<file path="src/pkg/ipr_pkg.sv">
/*
 * constants for the interrupt priority register bank six to ten:
 * register offsets, field layout, reset values and bus answers.
 * assumes a 32-bit axi4-lite slave with one aligned word per register.
 */
package ipr_pkg;

   // bus geometry
   localparam int ADDR_W = 8;
   localparam int DATA_W = 32;
   localparam int REG_W = 16;
   localparam int NUM_REGS = 5;
   localparam int FIELD_W = 3;
   localparam int NUM_SRCS = 20;

   // byte offsets of the priority control registers
   localparam logic [7:0] OFF_PRIO_CTRL_SIX = 8'h00;
   localparam logic [7:0] OFF_PRIO_CTRL_SEVEN = 8'h04;
   localparam logic [7:0] OFF_PRIO_CTRL_EIGHT = 8'h08;
   localparam logic [7:0] OFF_PRIO_CTRL_NINE = 8'h0C;
   localparam logic [7:0] OFF_PRIO_CTRL_TEN = 8'h10;

   // register index of each priority control register
   localparam logic [2:0] IDX_SIX = 3'h0;
   localparam logic [2:0] IDX_SEVEN = 3'h1;
   localparam logic [2:0] IDX_EIGHT = 3'h2;
   localparam logic [2:0] IDX_NINE = 3'h3;
   localparam logic [2:0] IDX_TEN = 3'h4;

   // lowest bit of each field inside a register
   localparam int FLD_HI_LSB = 12;
   localparam int FLD_MH_LSB = 8;
   localparam int FLD_ML_LSB = 4;
   localparam int FLD_LO_LSB = 0;

   // field codes
   localparam logic [2:0] PRIO_OFF = 3'h0;
   localparam logic [2:0] PRIO_MIN = 3'h1;
   localparam logic [2:0] PRIO_MAX = 3'h7;

   // reset value: every field at level four, unimplemented bits clear
   localparam logic [15:0] PRIO_RESET = 16'h4444;
   localparam logic [15:0] PRIO_IMPL_MASK = 16'h7777;

   // axi answers
   localparam logic [1:0] RESP_OKAY = 2'h0;
   localparam logic [1:0] RESP_SLVERR = 2'h2;

endpackage

</file>
<file path="src/design/ipr_prio_reg.sv">
/*
 * one 16-bit priority control register holding four 3-bit fields.
 * assumes the caller decodes the address and gives a one-cycle write
 * enable with the two low byte strobes of the bus.
 */
`timescale 1ns/1ps

module ipr_prio_reg
   import ipr_pkg::*;
(
   input wire logic sys_clk,
   input wire logic arst_n,
   input wire logic wr_en,
   input wire logic [15:0] wr_data,
   input wire logic [1:0] wr_strb,
   output logic [15:0] value_q
);

   logic [15:0] lane_mask;
   logic [15:0] value_d;

   // byte lanes, then drop the unimplemented positions
   always_comb begin
      lane_mask = {{8{wr_strb[1]}}, {8{wr_strb[0]}}} & PRIO_IMPL_MASK;
      value_d = (value_q & ~lane_mask) | (wr_data & lane_mask);
   end

   // storage, fields wake at level four
   always_ff @(posedge sys_clk or negedge arst_n) begin
      if (!arst_n) begin
         value_q <= PRIO_RESET;
      end else if (wr_en) begin
         value_q <= value_d & PRIO_IMPL_MASK;
      end
   end

endmodule

</file>
<file path="src/design/ipr_src_enable.sv">
/*
 * registered enable flag per interrupt source: a source whose
 * priority field is zero is held off.
 * assumes fields are packed three bits each, source zero lowest.
 */
`timescale 1ns/1ps

module ipr_src_enable
   import ipr_pkg::*;
#(
   parameter int N = NUM_SRCS
)
(
   input wire logic sys_clk,
   input wire logic arst_n,
   input wire logic [N*FIELD_W-1:0] levels,
   output logic [N-1:0] en_q
);

   genvar g;

   // one flag per source, cleared when its code is the off code
   generate
      for (g = 0; g < N; g++) begin : g_src
         always_ff @(posedge sys_clk or negedge arst_n) begin
            if (!arst_n) begin
               en_q[g] <= 1'b1;
            end else begin
               en_q[g] <= levels[g*FIELD_W +: FIELD_W] != PRIO_OFF;
            end
         end
      end
   endgenerate

endmodule

</file>
<file path="src/design/ipr_regs_top.sv">
/*
 * interrupt priority control registers six to ten behind an
 * axi4-lite slave, with every field driven out to the arbiter.
 * assumes one clock, an asynchronous active-low reset and a master
 * that keeps at most one write and one read under way.
 */
// The implementer's own choices: the register addresses and the AXI4-Lite register port.
// Overview of operation
// - three-bit field, all ones is level seven
// - code one is lowest level, linear upward
// - code zero disables the source
// - bits 15, 11, 7, 3 read zero
// - fields reset to level four
// - six: timer4, oc4, oc3, dma2
// - seven: uart2 tx, uart2 rx, ext2, timer5
// - eight: can1 event, can1 rx, spi2, spi2 error
// - nine: ic5, ic4, ic3, dma3
// - ten: oc7, oc6, oc5, ic6
`timescale 1ns/1ps

module ipr_regs_top
   import ipr_pkg::*;
(
   input wire logic sys_clk,
   input wire logic arst_n,
   // axi4-lite write address
   input wire logic s_axi_awvalid,
   output logic s_axi_awready,
   input wire logic [7:0] s_axi_awaddr,
   // axi4-lite write data
   input wire logic s_axi_wvalid,
   output logic s_axi_wready,
   input wire logic [31:0] s_axi_wdata,
   input wire logic [3:0] s_axi_wstrb,
   // axi4-lite write response
   output logic s_axi_bvalid,
   input wire logic s_axi_bready,
   output logic [1:0] s_axi_bresp,
   // axi4-lite read address
   input wire logic s_axi_arvalid,
   output logic s_axi_arready,
   input wire logic [7:0] s_axi_araddr,
   // axi4-lite read data
   output logic s_axi_rvalid,
   input wire logic s_axi_rready,
   output logic [31:0] s_axi_rdata,
   output logic [1:0] s_axi_rresp,
   // priority levels to the arbiter
   output logic [2:0] timer_four_prio,
   output logic [2:0] out_cmp_four_prio,
   output logic [2:0] out_cmp_three_prio,
   output logic [2:0] dma_chan_two_prio,
   output logic [2:0] uart_two_tx_prio,
   output logic [2:0] uart_two_rx_prio,
   output logic [2:0] ext_irq_two_prio,
   output logic [2:0] timer_five_prio,
   output logic [2:0] can_one_event_prio,
   output logic [2:0] can_one_rx_prio,
   output logic [2:0] spi_two_event_prio,
   output logic [2:0] spi_two_error_prio,
   output logic [2:0] in_cap_five_prio,
   output logic [2:0] in_cap_four_prio,
   output logic [2:0] in_cap_three_prio,
   output logic [2:0] dma_chan_three_prio,
   output logic [2:0] out_cmp_seven_prio,
   output logic [2:0] out_cmp_six_prio,
   output logic [2:0] out_cmp_five_prio,
   output logic [2:0] in_cap_six_prio,
   // per-source enable, low when the level is zero
   output logic [19:0] src_enable
);

   // write side state
   logic awready_q;
   logic wready_q;
   logic bvalid_q;
   logic [1:0] bresp_q;
   logic aw_got_q;
   logic w_got_q;
   logic [7:0] awaddr_q;
   logic [15:0] wdata_q;
   logic [1:0] wstrb_q;

   // read side state
   logic arready_q;
   logic rvalid_q;
   logic [31:0] rdata_q;
   logic [1:0] rresp_q;

   // handshakes and decode
   logic aw_fire;
   logic w_fire;
   logic ar_fire;
   logic do_write;
   logic wr_hit;
   logic [2:0] wr_idx;
   logic rd_hit;
   logic [2:0] rd_idx;
   logic [15:0] prio_q [0:4];
   logic [4:0] wr_sel;
   logic [59:0] all_levels;
   logic [19:0] src_en_q;

   // channel handshakes
   assign aw_fire = s_axi_awvalid & awready_q;
   assign w_fire = s_axi_wvalid & wready_q;
   assign ar_fire = s_axi_arvalid & arready_q;

   // a write goes ahead once address and data are both held
   assign do_write = aw_got_q & w_got_q & ~bvalid_q;

   // bus outputs straight from their flip-flops
   assign s_axi_awready = awready_q;
   assign s_axi_wready = wready_q;
   assign s_axi_bvalid = bvalid_q;
   assign s_axi_bresp = bresp_q;
   assign s_axi_arready = arready_q;
   assign s_axi_rvalid = rvalid_q;
   assign s_axi_rdata = rdata_q;
   assign s_axi_rresp = rresp_q;

   // write address ready: open while idle, shut from capture to response
   always_ff @(posedge sys_clk or negedge arst_n) begin
      if (!arst_n) begin
         awready_q <= 1'b0;
      end else if (aw_fire) begin
         awready_q <= 1'b0;
      end else if (!aw_got_q && !bvalid_q) begin
         awready_q <= 1'b1;
      end
   end

   // write data ready, same pattern as the address channel
   always_ff @(posedge sys_clk or negedge arst_n) begin
      if (!arst_n) begin
         wready_q <= 1'b0;
      end else if (w_fire) begin
         wready_q <= 1'b0;
      end else if (!w_got_q && !bvalid_q) begin
         wready_q <= 1'b1;
      end
   end

   // hold the write address until the write is done
   always_ff @(posedge sys_clk or negedge arst_n) begin
      if (!arst_n) begin
         aw_got_q <= 1'b0;
         awaddr_q <= 8'h00;
      end else if (aw_fire) begin
         aw_got_q <= 1'b1;
         awaddr_q <= s_axi_awaddr;
      end else if (do_write) begin
         aw_got_q <= 1'b0;
      end
   end

   // hold the write data; only the low two lanes carry register bits
   always_ff @(posedge sys_clk or negedge arst_n) begin
      if (!arst_n) begin
         w_got_q <= 1'b0;
         wdata_q <= 16'h0000;
         wstrb_q <= 2'h0;
      end else if (w_fire) begin
         w_got_q <= 1'b1;
         wdata_q <= s_axi_wdata[15:0];
         wstrb_q <= s_axi_wstrb[1:0];
      end else if (do_write) begin
         w_got_q <= 1'b0;
      end
   end

   // write response, slverr for an address outside the bank
   always_ff @(posedge sys_clk or negedge arst_n) begin
      if (!arst_n) begin
         bvalid_q <= 1'b0;
         bresp_q <= RESP_OKAY;
      end else if (do_write) begin
         bvalid_q <= 1'b1;
         bresp_q <= wr_hit ? RESP_OKAY : RESP_SLVERR;
      end else if (bvalid_q && s_axi_bready) begin
         bvalid_q <= 1'b0;
      end
   end

   // write address decode, low two address bits ignored
   always_comb begin
      wr_hit = 1'b1;
      wr_idx = IDX_SIX;
      case ({awaddr_q[7:2], 2'b00})
         OFF_PRIO_CTRL_SIX: wr_idx = IDX_SIX;
         OFF_PRIO_CTRL_SEVEN: wr_idx = IDX_SEVEN;
         OFF_PRIO_CTRL_EIGHT: wr_idx = IDX_EIGHT;
         OFF_PRIO_CTRL_NINE: wr_idx = IDX_NINE;
         OFF_PRIO_CTRL_TEN: wr_idx = IDX_TEN;
         default: wr_hit = 1'b0;
      endcase
   end

   // read address decode
   always_comb begin
      rd_hit = 1'b1;
      rd_idx = IDX_SIX;
      case ({s_axi_araddr[7:2], 2'b00})
         OFF_PRIO_CTRL_SIX: rd_idx = IDX_SIX;
         OFF_PRIO_CTRL_SEVEN: rd_idx = IDX_SEVEN;
         OFF_PRIO_CTRL_EIGHT: rd_idx = IDX_EIGHT;
         OFF_PRIO_CTRL_NINE: rd_idx = IDX_NINE;
         OFF_PRIO_CTRL_TEN: rd_idx = IDX_TEN;
         default: rd_hit = 1'b0;
      endcase
   end

   // read address ready: open while no read answer is pending
   always_ff @(posedge sys_clk or negedge arst_n) begin
      if (!arst_n) begin
         arready_q <= 1'b0;
      end else if (ar_fire) begin
         arready_q <= 1'b0;
      end else if (!rvalid_q) begin
         arready_q <= 1'b1;
      end
   end

   // read answer one cycle after the address is taken
   always_ff @(posedge sys_clk or negedge arst_n) begin
      if (!arst_n) begin
         rvalid_q <= 1'b0;
         rdata_q <= 32'h00000000;
         rresp_q <= RESP_OKAY;
      end else if (ar_fire) begin
         rvalid_q <= 1'b1;
         if (rd_hit) begin
            // upper half and unimplemented bits read as zero
            rdata_q <= {16'h0000, prio_q[rd_idx] & PRIO_IMPL_MASK};
            rresp_q <= RESP_OKAY;
         end else begin
            rdata_q <= 32'h00000000;
            rresp_q <= RESP_SLVERR;
         end
      end else if (rvalid_q && s_axi_rready) begin
         rvalid_q <= 1'b0;
      end
   end

   // one-hot write select per register
   always_comb begin
      wr_sel = 5'h00;
      if (do_write && wr_hit) begin
         wr_sel[wr_idx] = 1'b1;
      end
   end

   // the five priority control registers
   genvar r;
   generate
      for (r = 0; r < NUM_REGS; r++) begin : g_reg
         ipr_prio_reg u_reg (
            .sys_clk(sys_clk),
            .arst_n(arst_n),
            .wr_en(wr_sel[r]),
            .wr_data(wdata_q),
            .wr_strb(wstrb_q),
            .value_q(prio_q[r])
         );
      end
   endgenerate

   // register six fields; codes pass as levels 0 to 7 unchanged
   assign timer_four_prio =
      prio_q[IDX_SIX][FLD_HI_LSB +: FIELD_W];
   assign out_cmp_four_prio =
      prio_q[IDX_SIX][FLD_MH_LSB +: FIELD_W];
   assign out_cmp_three_prio =
      prio_q[IDX_SIX][FLD_ML_LSB +: FIELD_W];
   assign dma_chan_two_prio =
      prio_q[IDX_SIX][FLD_LO_LSB +: FIELD_W];

   // register seven fields
   assign uart_two_tx_prio =
      prio_q[IDX_SEVEN][FLD_HI_LSB +: FIELD_W];
   assign uart_two_rx_prio =
      prio_q[IDX_SEVEN][FLD_MH_LSB +: FIELD_W];
   assign ext_irq_two_prio =
      prio_q[IDX_SEVEN][FLD_ML_LSB +: FIELD_W];
   assign timer_five_prio =
      prio_q[IDX_SEVEN][FLD_LO_LSB +: FIELD_W];

   // register eight fields
   assign can_one_event_prio =
      prio_q[IDX_EIGHT][FLD_HI_LSB +: FIELD_W];
   assign can_one_rx_prio =
      prio_q[IDX_EIGHT][FLD_MH_LSB +: FIELD_W];
   assign spi_two_event_prio =
      prio_q[IDX_EIGHT][FLD_ML_LSB +: FIELD_W];
   assign spi_two_error_prio =
      prio_q[IDX_EIGHT][FLD_LO_LSB +: FIELD_W];

   // register nine fields
   assign in_cap_five_prio =
      prio_q[IDX_NINE][FLD_HI_LSB +: FIELD_W];
   assign in_cap_four_prio =
      prio_q[IDX_NINE][FLD_MH_LSB +: FIELD_W];
   assign in_cap_three_prio =
      prio_q[IDX_NINE][FLD_ML_LSB +: FIELD_W];
   assign dma_chan_three_prio =
      prio_q[IDX_NINE][FLD_LO_LSB +: FIELD_W];

   // register ten fields
   assign out_cmp_seven_prio =
      prio_q[IDX_TEN][FLD_HI_LSB +: FIELD_W];
   assign out_cmp_six_prio =
      prio_q[IDX_TEN][FLD_MH_LSB +: FIELD_W];
   assign out_cmp_five_prio =
      prio_q[IDX_TEN][FLD_ML_LSB +: FIELD_W];
   assign in_cap_six_prio =
      prio_q[IDX_TEN][FLD_LO_LSB +: FIELD_W];

   // all twenty levels, 3'h7 highest down to 3'h1 lowest, 3'h0 off
   assign all_levels = {
      in_cap_six_prio, out_cmp_five_prio,
      out_cmp_six_prio, out_cmp_seven_prio,
      dma_chan_three_prio, in_cap_three_prio,
      in_cap_four_prio, in_cap_five_prio,
      spi_two_error_prio, spi_two_event_prio,
      can_one_rx_prio, can_one_event_prio,
      timer_five_prio, ext_irq_two_prio,
      uart_two_rx_prio, uart_two_tx_prio,
      dma_chan_two_prio, out_cmp_three_prio,
      out_cmp_four_prio, timer_four_prio
   };

   // a level of zero drops its source enable one clock edge later
   ipr_src_enable #(
      .N(NUM_SRCS)
   ) u_src_en (
      .sys_clk(sys_clk),
      .arst_n(arst_n),
      .levels(all_levels),
      .en_q(src_en_q)
   );

   assign src_enable = src_en_q;

endmodule

</file>
<file path="config.mk">
export PLATFORM = sky130hd
export DESIGN_NAME = ipr_regs_top
export DESIGN_NICKNAME = d
export VERILOG_FILES = /design/src/pkg/ipr_pkg.sv /design/src/design/ipr_prio_reg.sv /design/src/design/ipr_src_enable.sv /design/src/design/ipr_regs_top.sv
export SDC_FILE = /design/constraint.sdc
export NUM_CORES = 1
export LEC_CHECK = 0
export BUFFER_PORTS_ARGS = -buffer_cell sky130_fd_sc_hd__buf_2
export CELL_PAD_IN_SITES_DETAIL_PLACEMENT = 1
export CELL_PAD_IN_SITES_GLOBAL_PLACEMENT = 1
export CORE_UTILIZATION = 42
export CTS_CLUSTER_DIAMETER = 120
export CTS_CLUSTER_SIZE = 16
export DETAILED_ROUTE_END_ITERATION = 10
export GPL_ROUTABILITY_DRIVEN = 0
export HOLD_SLACK_MARGIN = 0.15
export PLACE_DENSITY_LB_ADDON = 0.1
export SYNTH_ARGS = -nofsm -noshare
export SYNTH_HDL_FRONTEND = slang
export SYNTH_SLANG_ARGS = --single-unit
</file>
<file path="constraint.sdc">
create_clock -name sys_clk -period 3.9 [get_ports sys_clk]
set_clock_uncertainty 0.1 [all_clocks]
set_input_delay 0.195 -clock sys_clk [delete_from_list [all_inputs] [get_ports sys_clk]]
set_output_delay 0.195 -clock sys_clk [all_outputs]
set_load 0.01 [all_outputs]
</file>
==> results.sh <==
export IMPL_cts_sink_count=121
export IMPL_rsz0062_at_grt="no"
export IMPL_synth_top_cell_area_share=0.392
export IMPL_vertical_die_dimension_um=113
export IMPL_post_drt_wl_per_cell_um=18.6
export IMPL_highest_utilization_routing_layer_at_the_global_route_stage="met2"
export IMPL_post_synth_cell_area_avg_sq_um=13.2
export IMPL_initial_antenna_violation_count=0
export IMPL_synth_xor_xnor_area_share=0
export IMPL_synth_area_leaders="sky130_fd_sc_hd__dfrtp_1, sky130_fd_sc_hd__dfstp_2, sky130_fd_sc_hd__mux2_2"
export IMPL_drtIter0Drc=144
export IMPL_design_die_area_sq_um=12800
export IMPL_slew_limit_headroom=0.501
export IMPL_timing_hold_violations_final=0
export IMPL_worstSetupStartpoint="awaddr_q[5]"
export IMPL_synth_simple_gate_area_frac=0.0932
export IMPL_post_dp_cell_area_sq_um=5890
export IMPL_cts_setup_buffers=0
export IMPL_critPathMaxStageDelay_ns=0.56
export IMPL_clkTransAtPathRegs_ns=0.05
export IMPL_initial_core_util=0.430
export IMPL_critPathArrivalTime_ns=2.24
export IMPL_globalRouteOverflowTotal=0
export IMPL_synth_ff_latch_count=121
export IMPL_final_nets=612
export IMPL_drv_cap=0
export IMPL_worstPathCellList="or4_4 -> nor3_1 -> nand2_1 -> mux2_2"
export IMPL_cp_required_ns=4.10
export IMPL_final_setup_tns_ns=0
export IMPL_yosys_mux_area_fraction=0.200
export IMPL_run_status="finished clean"
export IMPL_p_leak_nw=3.45
export IMPL_grtUsageTotal=0.222
export IMPL_clock_tree_root_cell="sky130_fd_sc_hd__clkbuf_16"
export IMPL_fraction_of_the_yosys_area_taken_by_sequential_cells=0.595
export IMPL_antenna_cells_inserted=0
export IMPL_vdd_ir_drop_worst_mv=0.343
export IMPL_timing_critical_path_buf_inv=0
export IMPL_cp_start_kind="flip-flop"
export IMPL_synth_area_sq_um=5170
export IMPL_row_count=40
export IMPL_maxClockFrequency_mhz=490
export IMPL_ant_nets=0
export IMPL_multiInputGateArea_sq_um=1940
export IMPL_final_layout_size_suffix_gt1_frac=0.527
export IMPL_worstSkewPairLatency_ns=0.41
export IMPL_detailed_placer_s_ending_hpwl_um=9120
export IMPL_core_footprint_sq_um=12000
export IMPL_tightest_hold_margin_ns=0.202
export IMPL_finalWorstPathRequiredPeriod_ns=2.04
export IMPL_first_pass_grt_wire_length_um=21000
export IMPL_vias_in_the_first_global_route=3766
export IMPL_n_fill_cell=1273
export IMPL_worst_setup_path_end_kind="flip-flop"
export IMPL_r2r_cells=4
export IMPL_layout_worst_path_cycle_share=0.523
export IMPL_slowest_stage="sky130_fd_sc_hd__or4_4"
export IMPL_grtUsageMet3=0.0595
export IMPL_setup_worst_path_class="flip-flop to flip-flop"
export IMPL_grt_util_met1=0.287
export IMPL_critical_path_depth=4
export IMPL_hold_buffers=25
export IMPL_cpLargestDelayFamily="simple AND/OR/NAND/NOR gates"
export IMPL_adder_and_majority_cell_fraction_of_the_synthesized_area=0
export IMPL_report_final_setup_viol=0
export IMPL_sequential_cell_area_sq_um=3080
export IMPL_drt_pre_antenna_iters=4
export IMPL_cts_buffers_inserted=17
export IMPL_htree_num_levels=4
export IMPL_synth_cell_types=38
export IMPL_synth_warnings=0
export IMPL_drt_wl_total_um=13200
export IMPL_synth_top_family_by_area="multiplexers"
export IMPL_timing_worst_slew_pin_value_ns=0.747
export IMPL_grt_start_max_net_pins=65
export IMPL_min_delay_path_class="input pin to flip-flop"
export IMPL_critical_path_peak_fanout=6
export IMPL_postLayoutCellArea_sq_um=6740
export IMPL_rr_startpoint="awaddr_q[5]"
export IMPL_dr_total_vias=3707
export IMPL_reg2reg_setup_slack_ns=1.86
export IMPL_area_growth_synth_to_finish_pct=30.5
export IMPL_die_span_x_um=113
export IMPL_number_of_remaining_drc_errors=0
export IMPL_groute_layer_met2_usage=0.363
export IMPL_ctsLongestPathBuffers=2
export IMPL_numPortBuffers=131
export IMPL_synth_compound_area_frac=0.0656
export IMPL_cts_tree="done"
export IMPL_ctsResizeCount=0
export IMPL_num_io_pins=180
export IMPL_vias_per_cell=5.20
export IMPL_syn_inst=392
export IMPL_p_per_area_nw_per_um2=736
export IMPL_final_max_slew_violation_count=0
export IMPL_yosysTopAreaCell="sky130_fd_sc_hd__dfrtp_1"
## cells in the mapped netlist
| master | count |
|---|---|
| sky130_fd_sc_hd__a21oi_1 | 3 |
| sky130_fd_sc_hd__o21ai_0 | 9 |
| sky130_fd_sc_hd__nor3b_2 | 1 |
| sky130_fd_sc_hd__nor2_1 | 8 |
| sky130_fd_sc_hd__nand4_1 | 2 |
| sky130_fd_sc_hd__a2111o_1 | 4 |
| sky130_fd_sc_hd__and3b_1 | 1 |
| sky130_fd_sc_hd__and2_1 | 2 |
| sky130_fd_sc_hd__o22ai_1 | 9 |
| sky130_fd_sc_hd__o21a_1 | 3 |
| sky130_fd_sc_hd__o2bb2ai_1 | 5 |
| sky130_fd_sc_hd__nor3_1 | 8 |
| sky130_fd_sc_hd__clkbuf_1 | 12 |
| sky130_fd_sc_hd__or2_2 | 1 |
| sky130_fd_sc_hd__nand2_1 | 37 |
| sky130_fd_sc_hd__buf_4 | 22 |
| sky130_fd_sc_hd__or3_1 | 22 |
| sky130_fd_sc_hd__and3_1 | 1 |
| sky130_fd_sc_hd__o311a_1 | 2 |
| sky130_fd_sc_hd__nor2_2 | 1 |
| sky130_fd_sc_hd__nand3_1 | 2 |
| sky130_fd_sc_hd__nand2b_1 | 1 |
| sky130_fd_sc_hd__dfrtp_1 | 81 |
| sky130_fd_sc_hd__buf_2 | 2 |
| sky130_fd_sc_hd__a221o_1 | 2 |
| sky130_fd_sc_hd__o22a_1 | 2 |
| sky130_fd_sc_hd__dfstp_2 | 40 |
| sky130_fd_sc_hd__inv_1 | 3 |
| sky130_fd_sc_hd__nand4b_1 | 2 |
| sky130_fd_sc_hd__o31ai_1 | 6 |
| sky130_fd_sc_hd__nor4_2 | 1 |
| sky130_fd_sc_hd__mux2i_1 | 1 |
| sky130_fd_sc_hd__or4_4 | 1 |
| sky130_fd_sc_hd__conb_1 | 1 |
| sky130_fd_sc_hd__mux2_2 | 91 |
| sky130_fd_sc_hd__nor2b_1 | 1 |
| sky130_fd_sc_hd__nor4_1 | 1 |
| sky130_fd_sc_hd__o41ai_1 | 1 |
## worst min-delay path by stage
stage                          startpoint  slack [ns]  cells after the start                    endpoint
after floorplan                    arst_n       -0.20                      0  asynchronous set/reset pin
after global placement             arst_n        0.20                      1             s_axi_rdata[12]
after detailed placement           arst_n        0.20                      1             s_axi_rdata[14]
after CTS                 s_axi_araddr[4]        0.19                      3              s_axi_rresp[1]
after global routing        s_axi_arvalid        0.23                      3              s_axi_rdata[5]
final                     s_axi_araddr[4]        0.20                      3              s_axi_rresp[1]
## cell type report
type	instances	share of cell area
sequential	121	0.456
multi-input combinational	253	0.287
clock inverter	7	0.0130
inverter	3	0.00167
timing repair buffer	157	0.138
tap	147	0.0273
clock buffer	25	0.0765
## placed cells by master, fill, tap and decap left out, types with 4 or more instances in the layout
master and count:
sky130_fd_sc_hd__a2111o_1 4, sky130_fd_sc_hd__buf_2 130, sky130_fd_sc_hd__clkbuf_16 17, sky130_fd_sc_hd__clkbuf_8 6, sky130_fd_sc_hd__clkinv_2 4, sky130_fd_sc_hd__conb_1 22, sky130_fd_sc_hd__dfrtp_1 81, sky130_fd_sc_hd__dfstp_2 40
sky130_fd_sc_hd__dlygate4sd3_1 25, sky130_fd_sc_hd__mux2_2 91, sky130_fd_sc_hd__nand2_1 37, sky130_fd_sc_hd__nor2_1 8, sky130_fd_sc_hd__nor3_1 8, sky130_fd_sc_hd__o21ai_0 9, sky130_fd_sc_hd__o22ai_1 9, sky130_fd_sc_hd__o2bb2ai_1 5
sky130_fd_sc_hd__o31ai_1 6, sky130_fd_sc_hd__or3_1 22
## logic make-up after synthesis
family,after synthesis
DFF,121
and+or+nand+nor,93
muxes,92
AOI/OAI and AO/OA,46
buffers and inverters,39
other,1
## stage by stage
step | total power, mW | util | setup slack (ns) | instances
after floorplan | 2.83 | - | 2.10 | 413
after global placement | 3.32 | 0.490 | 1.92 | 656
after detailed placement | 3.38 | 0.490 | 1.90 | 656
after CTS | 5.01 | 0.561 | 1.85 | 713
after global routing | 5.23 | 0.561 | 1.72 | 713
final | 4.96 | 0.561 | 1.86 | 713
## where the power goes
part | internal, mW | total (mW) | switching, mW | leakage [nW]
logic | 0.639 | 1.20 | 0.558 | 1.68
clock network | 1.04 | 1.58 | 0.541 | 0.299
registers | 1.75 | 2.18 | 0.438 | 1.47
## tightest hold or removal path: cells and delay by family
family / cells / cell delay [ns]
compound gates: 2 / 0.24
buf+inv: 1 / 0.23
## routing by layer
metal,vias up,share of wire
met5,-,0
met4,0,0.012
met3,14,0.052
met2,116,0.50
met1,1876,0.44
li1,1701,-
No activity file was read; power rests on OpenSTA's default activity.
